## src/logic/iopd_pkg.sv

```systemverilog
/*
 Package for the I/O port decode block: port addresses, widths, reset
 values and the access carrier. Assumes an 8-bit port space.
*/
package iopd_pkg;
   localparam int IOPD_AW = 8;
   localparam int IOPD_DW = 8;
   localparam logic [7:0] IOPD_A_BANK0 = 8'h00;
   localparam logic [7:0] IOPD_A_BANK1 = 8'h01;
   localparam logic [7:0] IOPD_A_MASK0 = 8'h04;
   localparam logic [7:0] IOPD_A_MASK1 = 8'h05;
   localparam logic [7:0] IOPD_A_PINDRV = 8'h08;
   localparam logic [7:0] IOPD_A_TWPOS = 8'h09;
   localparam logic [7:0] IOPD_A_FADDR = 8'h10;
   localparam logic [7:0] IOPD_A_EP0CNT = 8'h11;
   localparam logic [7:0] IOPD_A_EP0SET = 8'h12;
   localparam logic [7:0] IOPD_A_EP1CNT = 8'h13;
   localparam logic [7:0] IOPD_A_EP1SET = 8'h14;
   localparam int IOPD_NREG = 11;
   localparam logic [7:0] IOPD_RST_VAL = 8'h00;
   localparam logic [7:0] IOPD_RD_NONE = 8'h00;

   typedef enum logic [2:0] {
      IOPD_OP_NONE = 3'b001,
      IOPD_OP_READ = 3'b010,
      IOPD_OP_WRITE = 3'b100
   } iopd_op_type;

   // One instruction issued by the core
   typedef struct packed {
      logic rd;
      logic wr;
      logic indexed;
      logic [7:0] addr;
      logic [7:0] xreg;
      logic [7:0] acc;
   } iopd_req_type;
endpackage

```

## src/logic/iopd_decode.sv

```systemverilog
/*
 Address decoder: forms the port address and gives a one-hot select over
 the defined registers. Combinational; assumes inputs are from the core clock.
*/
`timescale 1ns/10ps
module iopd_decode
   import iopd_pkg::*;
(
   input wire logic [7:0] i_addr,
   input wire logic [7:0] i_xreg,
   input wire logic i_indexed,
   output logic [7:0] o_port,
   output logic [IOPD_NREG-1:0] o_sel
);
   localparam logic [7:0] MAP [IOPD_NREG] = '{IOPD_A_BANK0, IOPD_A_BANK1, IOPD_A_MASK0,
      IOPD_A_MASK1, IOPD_A_PINDRV, IOPD_A_TWPOS, IOPD_A_FADDR, IOPD_A_EP0CNT,
      IOPD_A_EP0SET, IOPD_A_EP1CNT, IOPD_A_EP1SET};

   // Sum wraps in 8 bits; with a zero field only X remains
   assign o_port = i_indexed ? 8'(i_addr + i_xreg) : i_addr;

   genvar g;
   generate
      for (g = 0; g < IOPD_NREG; g++) begin : g_sel
         assign o_sel[g] = (o_port == MAP[g]);
      end
   endgenerate
endmodule

```

## src/logic/iopd_top.sv

```systemverilog
/*
 I/O port register bank: decodes core port reads and writes and holds the
 low register map. Assumes requests are one-cycle pulses on the core clock.
*/
// How it works
// - Port read returns the addressed register for the accumulator; masks and unmapped ports read zero.
// - Direct write stores the accumulator at the instruction address.
// - Indexed write targets instruction address plus X.
// - Indexed write with zero field selects by X alone.
// - GPIO bank data registers at 0x00 and 0x01, read/write.
// - GPIO interrupt masks at 0x04 and 0x05, write only.
// - Pin drive setup at 0x08, two-wire position at 0x09, read/write.
// - USB address 0x10, endpoint zero count 0x11 and setup 0x12.
// - Endpoint one count at 0x13, read/write.
// - Endpoint one setup at 0x14, read/write.
`timescale 1ns/10ps
module iopd_top
   import iopd_pkg::*;
(
   input wire logic i_clk,
   input wire logic i_resetn,
   input wire logic i_ce,
   input wire iopd_req_type i_req,
   output logic o_rd_valid,
   output logic [7:0] o_rd_data,
   output logic [7:0] o_bank0,
   output logic [7:0] o_bank1,
   output logic [7:0] o_mask0,
   output logic [7:0] o_mask1,
   output logic [7:0] o_pin_drive,
   output logic [7:0] o_two_wire_pos,
   output logic [7:0] o_usb_addr,
   output logic [7:0] o_ep0_count,
   output logic [7:0] o_ep0_setup,
   output logic [7:0] o_ep1_count,
   output logic [7:0] o_ep1_setup
);
   //------------------------------------------
   // Reset release
   //------------------------------------------
   logic rst_s1_r;
   logic rst_n_r;
   always_ff @(posedge i_clk or negedge i_resetn) begin
      if (!i_resetn) begin
         rst_s1_r <= 1'b0;
         rst_n_r <= 1'b0;
      end else begin
         rst_s1_r <= 1'b1;
         rst_n_r <= rst_s1_r;
      end
   end

   //------------------------------------------
   // Decode
   //------------------------------------------
   logic [7:0] port;
   logic [IOPD_NREG-1:0] sel;
   iopd_op_type op;
   logic [7:0] regs_r [IOPD_NREG];

   iopd_decode u_dec (
      .i_addr(i_req.addr),
      .i_xreg(i_req.xreg),
      .i_indexed(i_req.indexed & i_req.wr),
      .o_port(port),
      .o_sel(sel)
   );

   // Read wins nothing over write: a request with both is treated as write
   always_comb begin
      if (i_req.wr) begin
         op = IOPD_OP_WRITE;
      end else if (i_req.rd) begin
         op = IOPD_OP_READ;
      end else begin
         op = IOPD_OP_NONE;
      end
   end

   //------------------------------------------
   // Register store
   //------------------------------------------
   // Reserved bits are stored as given; software keeps them zero
   genvar g;
   generate
      for (g = 0; g < IOPD_NREG; g++) begin : g_reg
         always_ff @(posedge i_clk or negedge rst_n_r) begin
            if (!rst_n_r) begin
               regs_r[g] <= IOPD_RST_VAL;
            end else if (i_ce && op == IOPD_OP_WRITE && sel[g]) begin
               regs_r[g] <= i_req.acc;
            end
         end
      end
   endgenerate

   //------------------------------------------
   // Read path
   //------------------------------------------
   logic [7:0] rd_nxt;
   always_comb begin
      rd_nxt = IOPD_RD_NONE;
      for (int k = 0; k < IOPD_NREG; k++) begin
         // Mask registers are write only and read as zero
         if (sel[k] && k != 2 && k != 3) begin
            rd_nxt = regs_r[k];
         end
      end
   end

   always_ff @(posedge i_clk or negedge rst_n_r) begin
      if (!rst_n_r) begin
         o_rd_valid <= 1'b0;
         o_rd_data <= IOPD_RD_NONE;
      end else if (i_ce) begin
         o_rd_valid <= (op == IOPD_OP_READ);
         if (op == IOPD_OP_READ) begin
            o_rd_data <= rd_nxt;
         end
      end
   end

   //------------------------------------------
   // Register outputs
   //------------------------------------------
   assign o_bank0 = regs_r[0];
   assign o_bank1 = regs_r[1];
   assign o_mask0 = regs_r[2];
   assign o_mask1 = regs_r[3];
   assign o_pin_drive = regs_r[4];
   assign o_two_wire_pos = regs_r[5];
   assign o_usb_addr = regs_r[6];
   assign o_ep0_count = regs_r[7];
   assign o_ep0_setup = regs_r[8];
   assign o_ep1_count = regs_r[9];
   assign o_ep1_setup = regs_r[10];
endmodule

```

## config.mk

```make
export PLATFORM = sky130hd
export DESIGN_NAME = iopd_top
export DESIGN_NICKNAME = d
export VERILOG_FILES = /design/src/logic/iopd_pkg.sv /design/src/logic/iopd_decode.sv /design/src/logic/iopd_top.sv
export SDC_FILE = /design/constraint.sdc
export NUM_CORES = 1
export LEC_CHECK = 0
export ABC_CLOCK_PERIOD_IN_PS = 9350
export BUFFER_PORTS_ARGS = -buffer_cell sky130_fd_sc_hd__buf_2
export CORE_ASPECT_RATIO = 1.1
export CORE_UTILIZATION = 25
export CTS_BUF_LIST = sky130_fd_sc_hd__clkbuf_2
export CTS_CLUSTER_DIAMETER = 200
export DETAILED_ROUTE_END_ITERATION = 6
export SETUP_SLACK_MARGIN = 0.1
export SYNTH_ARGS = -nofsm -noshare
export SYNTH_HDL_FRONTEND = slang
export SYNTH_SLANG_ARGS = --single-unit
```

## constraint.sdc

```tcl
create_clock -name i_clk -period 9.35 [get_ports i_clk]
set_input_delay 1.87 -clock i_clk [delete_from_list [all_inputs] [get_ports i_clk]]
set_output_delay 1.87 -clock i_clk [all_outputs]
set_load 0.005 [all_outputs]
```

==> results of run 1 <==
[routing by layer]
layer | up-vias | GRT usage, % | share of wire, %
met5 | - | 0 | 0
met4 | 0 | 4.13 | 1.1
met3 | 12 | 3.83 | 5.5
met2 | 147 | 27.1 | 49
met1 | 2065 | 20.4 | 44
li1 | 1861 | - | -
[cells in the final DEF, fill, tap and decap left out, drive strengths merged, types with 3 or more instances in the layout]
| master | instances |
|---|---|
| a2111o | 4 |
| a21o | 4 |
| a21oi | 9 |
| a221o | 3 |
| a221oi | 4 |
| a31o | 5 |
| a31oi | 5 |
| a32o | 4 |
| and2 | 5 |
| buf | 130 |
| clkbuf | 9 |
| clkinv | 5 |
| dfrtp | 99 |
| ha | 7 |
| inv | 8 |
| mux2 | 88 |
| mux2i | 3 |
| nand2 | 12 |
| nand2b | 4 |
| nand3 | 7 |
| nand3b | 3 |
| nand4 | 3 |
| nand4b | 3 |
| nor2 | 10 |
| nor3 | 9 |
| nor3b | 7 |
| nor4 | 8 |
| nor4b | 6 |
| o211ai | 8 |
| o21ai | 15 |
| o221ai | 4 |
| o311ai | 6 |
| o32ai | 6 |
| or3 | 3 |
[sequential cells by signal, summed over array words and instances (netlist names)]
signal / flops
o_rd_data: 8
o_bank0: 8
o_two_wire_pos: 8
o_pin_drive: 8
rst_n_r: 1
o_rd_valid: 1
o_bank1: 8
o_ep0_setup: 8
o_mask1: 8
o_ep1_setup: 8
rst_s1_r: 1
o_ep0_count: 8
o_mask0: 8
o_usb_addr: 8
o_ep1_count: 8
[worst paths after layout]
check	startpoint	endpoint	cells past startpoint
min in group i_clk	rst_s1_r	rst_n_r	0
max in group asynchronous	rst_n_r	o_two_wire_pos[5]	1
min reg2reg	rst_n_r	o_mask0[6]	0
min	rst_n_r	o_mask0[6]	0
max	i_req[16]	o_mask1[0]	10
max reg2reg	o_usb_addr[7]	o_rd_data[7]	4
[cells by family after synthesis]
group | count (synthesis) | share of synthesized area (%)
other cells | 1 | 0.0727
buf+inv | 33 | 2.77
flops | 99 | 48.0
simple gates | 88 | 11.8
mux | 91 | 19.9
xor+xnor | 2 | 0.340
compound gates | 97 | 15.1
fa+ha+maj | 8 | 2.09
[stage by stage]
step / setup WS [ns] / hold WS [ns] / power [mW]
after global routing: 4.68 / 0.245 / 0.874
after detailed placement: 4.19 / 0.225 / 0.624
final: 4.85 / 0.203 / 0.833
after global placement: 4.23 / 0.221 / 0.623
after CTS: 4.90 / 0.231 / 0.842
after floorplan: 4.90 / 0.331 / 0.561
[cell type report]
class                      instances  share of cell area [%]
clock inverter                     7                    1.08
sequential                        99                    40.3
tap                              252                    5.13
multi-input combinational        287                    41.6
inverter                           7                   0.427
clock buffer                       9                   0.732
timing repair buffer             130                    10.7
[cells in the mapped netlist, drive strengths merged (2+ instances only)]
library cell,number
dfrtp,99
mux2,88
o21ai,15
buf,13
clkbuf,13
nand2,12
nor2,10
a21oi,9
nor3,9
nor4,8
o211ai,8
ha,7
inv,7
nand3,7
nor3b,7
nor4b,6
o311ai,6
o32ai,6
a31o,5
a31oi,5
and2,5
a2111o,4
a21o,4
a221oi,4
a32o,4
nand2b,4
o221ai,4
a221o,3
mux2i,3
nand3b,3
nand4,3
nand4b,3
or3,3
a2111oi,2
a211oi,2
a22o,2
a22oi,2
o22ai,2
o31ai,2
or2,2
[power groups by stage]
stage	registers (mW)	clock network [mW]	logic [mW]
2_1_floorplan	0.475	0	0.0865
3_3_place_gp	0.474	0	0.149
3_5_place_dp	0.474	0	0.150
4_1_cts	0.467	0.224	0.151
5_1_grt	0.470	0.239	0.165
6_report	0.467	0.216	0.150
==> impl_metrics.py, run 1 <==
metrics = {
    "setup_path": {
        "cp_data_required_time_ns": 9.84,
        "startpoint_type": "input port",
        "regToRegSetupSlack_ns": 7.72,
        "cp-end-kind": "flop",
        "slowest_delay_ns": 0.66,
        "crit_family": "simple AND/OR/NAND/NOR gates",
        "cp_cell_sequence": "buf_2 -> ha_1 -> inv_1 -> fa_1 -> nand2b_1 -> and4_1 -> or3_1 -> nor2_1 -> nand4_1 -> mux2_2",
        "crit_type": "input port to flop",
        "crit_arrival_ns": 5.00,
        "path_buf_inv": 2,
        "crit_fanout": 8,
        "worst_path_max_delay_cell": "nand4_1",
    },
    "timing": {
        "finalSetupTns_ns": 0,
        "setup_violations": 0,
        "maxSlewViolCount": 0,
        "tightest_slew_ns": 0.985,
        "finalCritPeriodShare_pct": 48.2,
        "slew_headroom_pct": 34.3,
        "final-hold-violation-count": 0,
        "min_period_ns": 4.50,
        "rsz0062_at_grt": "no",
        "skew_ns": 0.0520,
        "fmax_mhz": 222,
    },
    "placed_design": {
        "numPortBuffers": 126,
        "place_area_sq_mm": 0.00604,
        "dp.cells": 775,
        "hpwl_mm": 12.5,
        "gp_routability_congestion": 0.856,
    },
    "synth": {
        "synth_edf_count": 0,
        "synthFlopType": "dfrtp_1",
        "yosys.area.top_type": "dfrtp_1",
        "postSynthNetCount": 457,
        "netlist_top_cells_area": "dfrtp_1 48%, mux2_2 19%, ha_1 1.7%, o21ai_0 1.4%, nor3_4 1.3%",
        "synth_top_area_share_pct": 48.0,
        "synth.avg_cell_area_sq_um": 12.3,
        "ys_warn_count": 0,
        "seq_area_frac_synth_pct": 48.0,
        "synth-seq-cells": 99,
        "synthCells": 419,
        "synth_area_sq_mm": 0.00516,
        "ys_async_sr_fraction_pct": 100,
        "synth_cell_types": 68,
    },
    "final_layout": {
        "area_growth_pct": 19.3,
        "antennaDiodeCount": 0,
        "final_area_sq_mm": 0.00615,
        "final-seq-area_sq_mm": 0.00248,
        "finalNetCount": 572,
        "final_core_util_pct": 30.8,
        "instances_no_fill": 791,
        "fill_cells": 2089,
        "final_layout_size_suffix_gt1_share_pct": 48.2,
        "multi_input_area_sq_mm": 0.00256,
    },
    "clock_tree": {
        "hold_buffers": 0,
        "clock_latency_ns": 0.62,
        "cts_setup_buffers": 0,
        "cts_resized": 0,
        "root_buffer": "clkbuf_2",
        "tritoncts": "yes",
        "cts_buffer_depth": 2,
        "cts_made_buffers": 9,
        "htreeDepth": 3,
        "cts.sinks": 99,
        "path_clk_slew_ns": 0.28,
    },
    "global_route": {
        "grt_pass1_vias": 4028,
        "antenna_found_initial": 0,
        "grt.total_usage_pct": 16.0,
        "grt_max_degree": 78,
        "grt_pass1_wl_mm": 25.2,
        "grt_overflow": 0,
    },
    "routing": {
        "drtIter0Drc": 290,
        "drc_errors": 6,
        "wire_per_inst_um": 21.2,
        "viasPerCell": 5.16,
        "vias": 4085,
        "ant_nets": 0,
        "drt_first_pass_iters": 7,
        "wl_mm": 16.8,
    },
    "floorplanning": {
        "rows": 54,
        "coreArea_sq_mm": 0.0200,
        "fp.dieW_um": 139,
        "die_h_um": 153,
        "die_area_sq_mm": 0.0212,
        "start_util_pct": 25.8,
        "io_pins": 127,
    },
    "power": {
        "ir_worst_vdd_v": 0.0000730,
        "combPwrFrac_pct": 18.0,
        "power.share.clock_pct": 26.0,
        "swShare_pct": 31.7,
        "p_sw_uw": 264,
        "power_density_mw_per_mm2": 136,
        "internal_power_uw": 569,
        "leakagePower_nw": 3.11,
        "pwr-share-seq_pct": 56.0,
    },
    "run": {
        "drv_cap": 0,
    },
    "outcome": {
        "status": "finished, violations left",
        "violations": "DRC",
    },
    "min_path": {
        "hp-class": "flop to async pin",
    },
}
Power figures use the tool's default switching activity.
==> inputs of run 2 (changes only) <==
--- a/config.mk
+++ b/config.mk
@@ -5,7 +5,7 @@
 export SDC_FILE = /design/constraint.sdc
 export NUM_CORES = 1
 export LEC_CHECK = 0
-export ABC_CLOCK_PERIOD_IN_PS = 9350
+export ABC_CLOCK_PERIOD_IN_PS = 3700
 export BUFFER_PORTS_ARGS = -buffer_cell sky130_fd_sc_hd__buf_2
 export CORE_ASPECT_RATIO = 1.1
 export CORE_UTILIZATION = 25
==> constraint.sdc (replaced) <==
create_clock -name i_clk -period 3.7 [get_ports i_clk]
set_input_delay 0.74 -clock i_clk [delete_from_list [all_inputs] [get_ports i_clk]]
set_output_delay 0.74 -clock i_clk [all_outputs]
set_load 0.005 [all_outputs]
==> impl_metrics.py, run 2 (synthesis results as in run 1) <==
metrics = {
    "clock_tree": {
        "tritoncts": "yes",
        "hold_buffers": 1,
        "cts_resized": 0,
        "cts.sinks": 99,
        "clock_latency_ns": 0.58,
        "path_clk_slew_ns": 0.26,
        "root_buffer": "clkbuf_2",
        "cts_made_buffers": 9,
        "htreeDepth": 3,
        "cts_setup_buffers": 0,
        "cts_buffer_depth": 2,
    },
    "timing": {
        "maxSlewViolCount": 0,
        "fin_ws_ns": 0.567,
        "skew_ns": 0.0300,
        "slew_headroom_pct": 44.3,
        "setup_violations": 0,
        "fmax_mhz": 319,
        "finalCritPeriodShare_pct": 84.7,
        "min_period_ns": 3.13,
        "tightest_slew_ns": 0.835,
        "rsz0062_at_grt": "no",
        "final-hold-violation-count": 0,
    },
    "floorplanning": {
        "die_area_sq_mm": 0.0212,
        "coreArea_sq_mm": 0.0200,
        "rows": 54,
        "die_h_um": 153,
        "start_util_pct": 25.8,
        "io_pins": 127,
        "fp.dieW_um": 139,
    },
    "global_route": {
        "grt_overflow": 0,
        "grt_pass1_wl_mm": 25.7,
        "grt_max_degree": 50,
        "grt_pass1_vias": 4193,
        "antenna_found_initial": 0,
        "grt.total_usage_pct": 16.0,
    },
    "min_path": {
        "hp-class": "flop to async pin",
    },
    "power": {
        "leakagePower_nw": 3.31,
        "ir_worst_vdd_v": 0.000138,
        "power_density_mw_per_mm2": 334,
    },
    "routing": {
        "viasPerCell": 5.07,
        "vias": 4182,
        "drc_errors": 6,
        "drtIter0Drc": 267,
        "wire_per_inst_um": 20.5,
        "drt_first_pass_iters": 7,
        "wl_mm": 16.9,
        "ant_nets": 0,
    },
    "placed_design": {
        "numPortBuffers": 126,
        "hpwl_mm": 12.9,
        "gp_routability_congestion": 0.827,
        "dp_slack_ns": -0.00229,
        "place_area_sq_mm": 0.00634,
    },
    "setup_path": {
        "crit_fanout": 14,
        "cp-end-kind": "flop",
        "crit_arrival_ns": 3.63,
        "crit_type": "input port to flop",
        "cp_data_required_time_ns": 4.20,
        "startpoint_type": "input port",
    },
    "final_layout": {
        "finalNetCount": 607,
        "fill_cells": 2102,
        "area_growth_pct": 25.7,
        "most-common-layout-cells": "126 x buf_2, 98 x dfrtp_1, 88 x mux2_2, 34 x buf_4, 14 x o21ai_0",
        "antennaDiodeCount": 0,
        "final_area_sq_mm": 0.00648,
        "final_common_cell": "buf_2",
        "final_layout_size_suffix_gt1_share_pct": 51.1,
    },
    "outcome": {
        "violations": "DRC",
        "status": "finished, violations left",
    },
    "run": {
        "drv_cap": 0,
    },
}
run 2: cell count changes in the layout (fill, tap and decap cells not counted), sizes merged:
cell / change
buf: +34
clkinv: -3
bufinv: +1
clkbuf: +1
dlygate4sd3: +1
run 2: worst max-delay path, stage by stage:
cell and delay [ns]:
buf_2 0.12, ha_1 0.20, inv_1 0.06, fa_1 0.39, xnor2_1 0.41, o32ai_2 0.31, buf_4 0.27, a32o_1 0.27
o32ai_1 0.35, nor4_1 0.11, a2111o_1 0.39
run 2: area by class of cell:
type / instances / area (sq um) / share of cell area, %
clock inverters: 5 / 77.6 / 1.20
clock buffers: 10 / 50.0 / 0.772
inverters: 7 / 26.3 / 0.405
multi-input cells: 287 / 2560 / 39.4
well taps: 252 / 315 / 4.86
flip-flops and latches: 99 / 2480 / 38.3
repair buffers: 165 / 976 / 15.1
run 2: per-stage QoR:
| stage | setup TNS, ns | hold slack [ns] | power [mW] | util [%] | cells |
|---|---|---|---|---|---|
| after detailed placement | -0.00229 | 0.341 | 1.60 | 31.7 | 809 |
| after CTS | 0 | 0.334 | 2.20 | 32.4 | 825 |
| after global routing | 0 | 0.364 | 2.28 | 32.4 | 825 |
| after floorplan | 0 | 0.331 | 1.42 | - | 419 |
| final | 0 | 0.358 | 2.17 | 32.4 | 825 |
| after global placement | -0.0215 | 0.337 | 1.60 | 31.7 | 809 |
run 2: path summary, 6_finish.rpt:
kind | start | endpoint | slack (ns) | depth (start not counted)
max reg2reg | o_usb_addr[1] | o_rd_data[1] | 2.06 | 4
max in group asynchronous | rst_n_r | o_mask1[5] | 2.61 | 1
min | rst_n_r | o_usb_addr[2] | 0.36 | 0
max | i_req[16] | o_rd_data[1] | 0.57 | 11
min reg2reg | rst_n_r | o_usb_addr[2] | 0.36 | 0
min in group i_clk | rst_s1_r | rst_n_r | 0.39 | 0
run 2: routing by layer:
layer / vias to the layer above / share of wire, % / global-route usage, % / wire [um]
li1: 1931 / - / - / -
met1: 2119 / 44 / 21.1 / 7470
met2: 117 / 49 / 26.5 / 8350
met3: 15 / 4.9 / 2.99 / 826
met4: 0 / 1.4 / 4.66 / 242
met5: - / 0 / 0 / 0
run 2: power by group:
group / leakage (nW) / internal (mW) / switching (mW)
Clock: 0.0798 / 0.222 / 0.359
Combinational: 1.86 / 0.170 / 0.230
Sequential: 1.36 / 1.13 / 0.0504
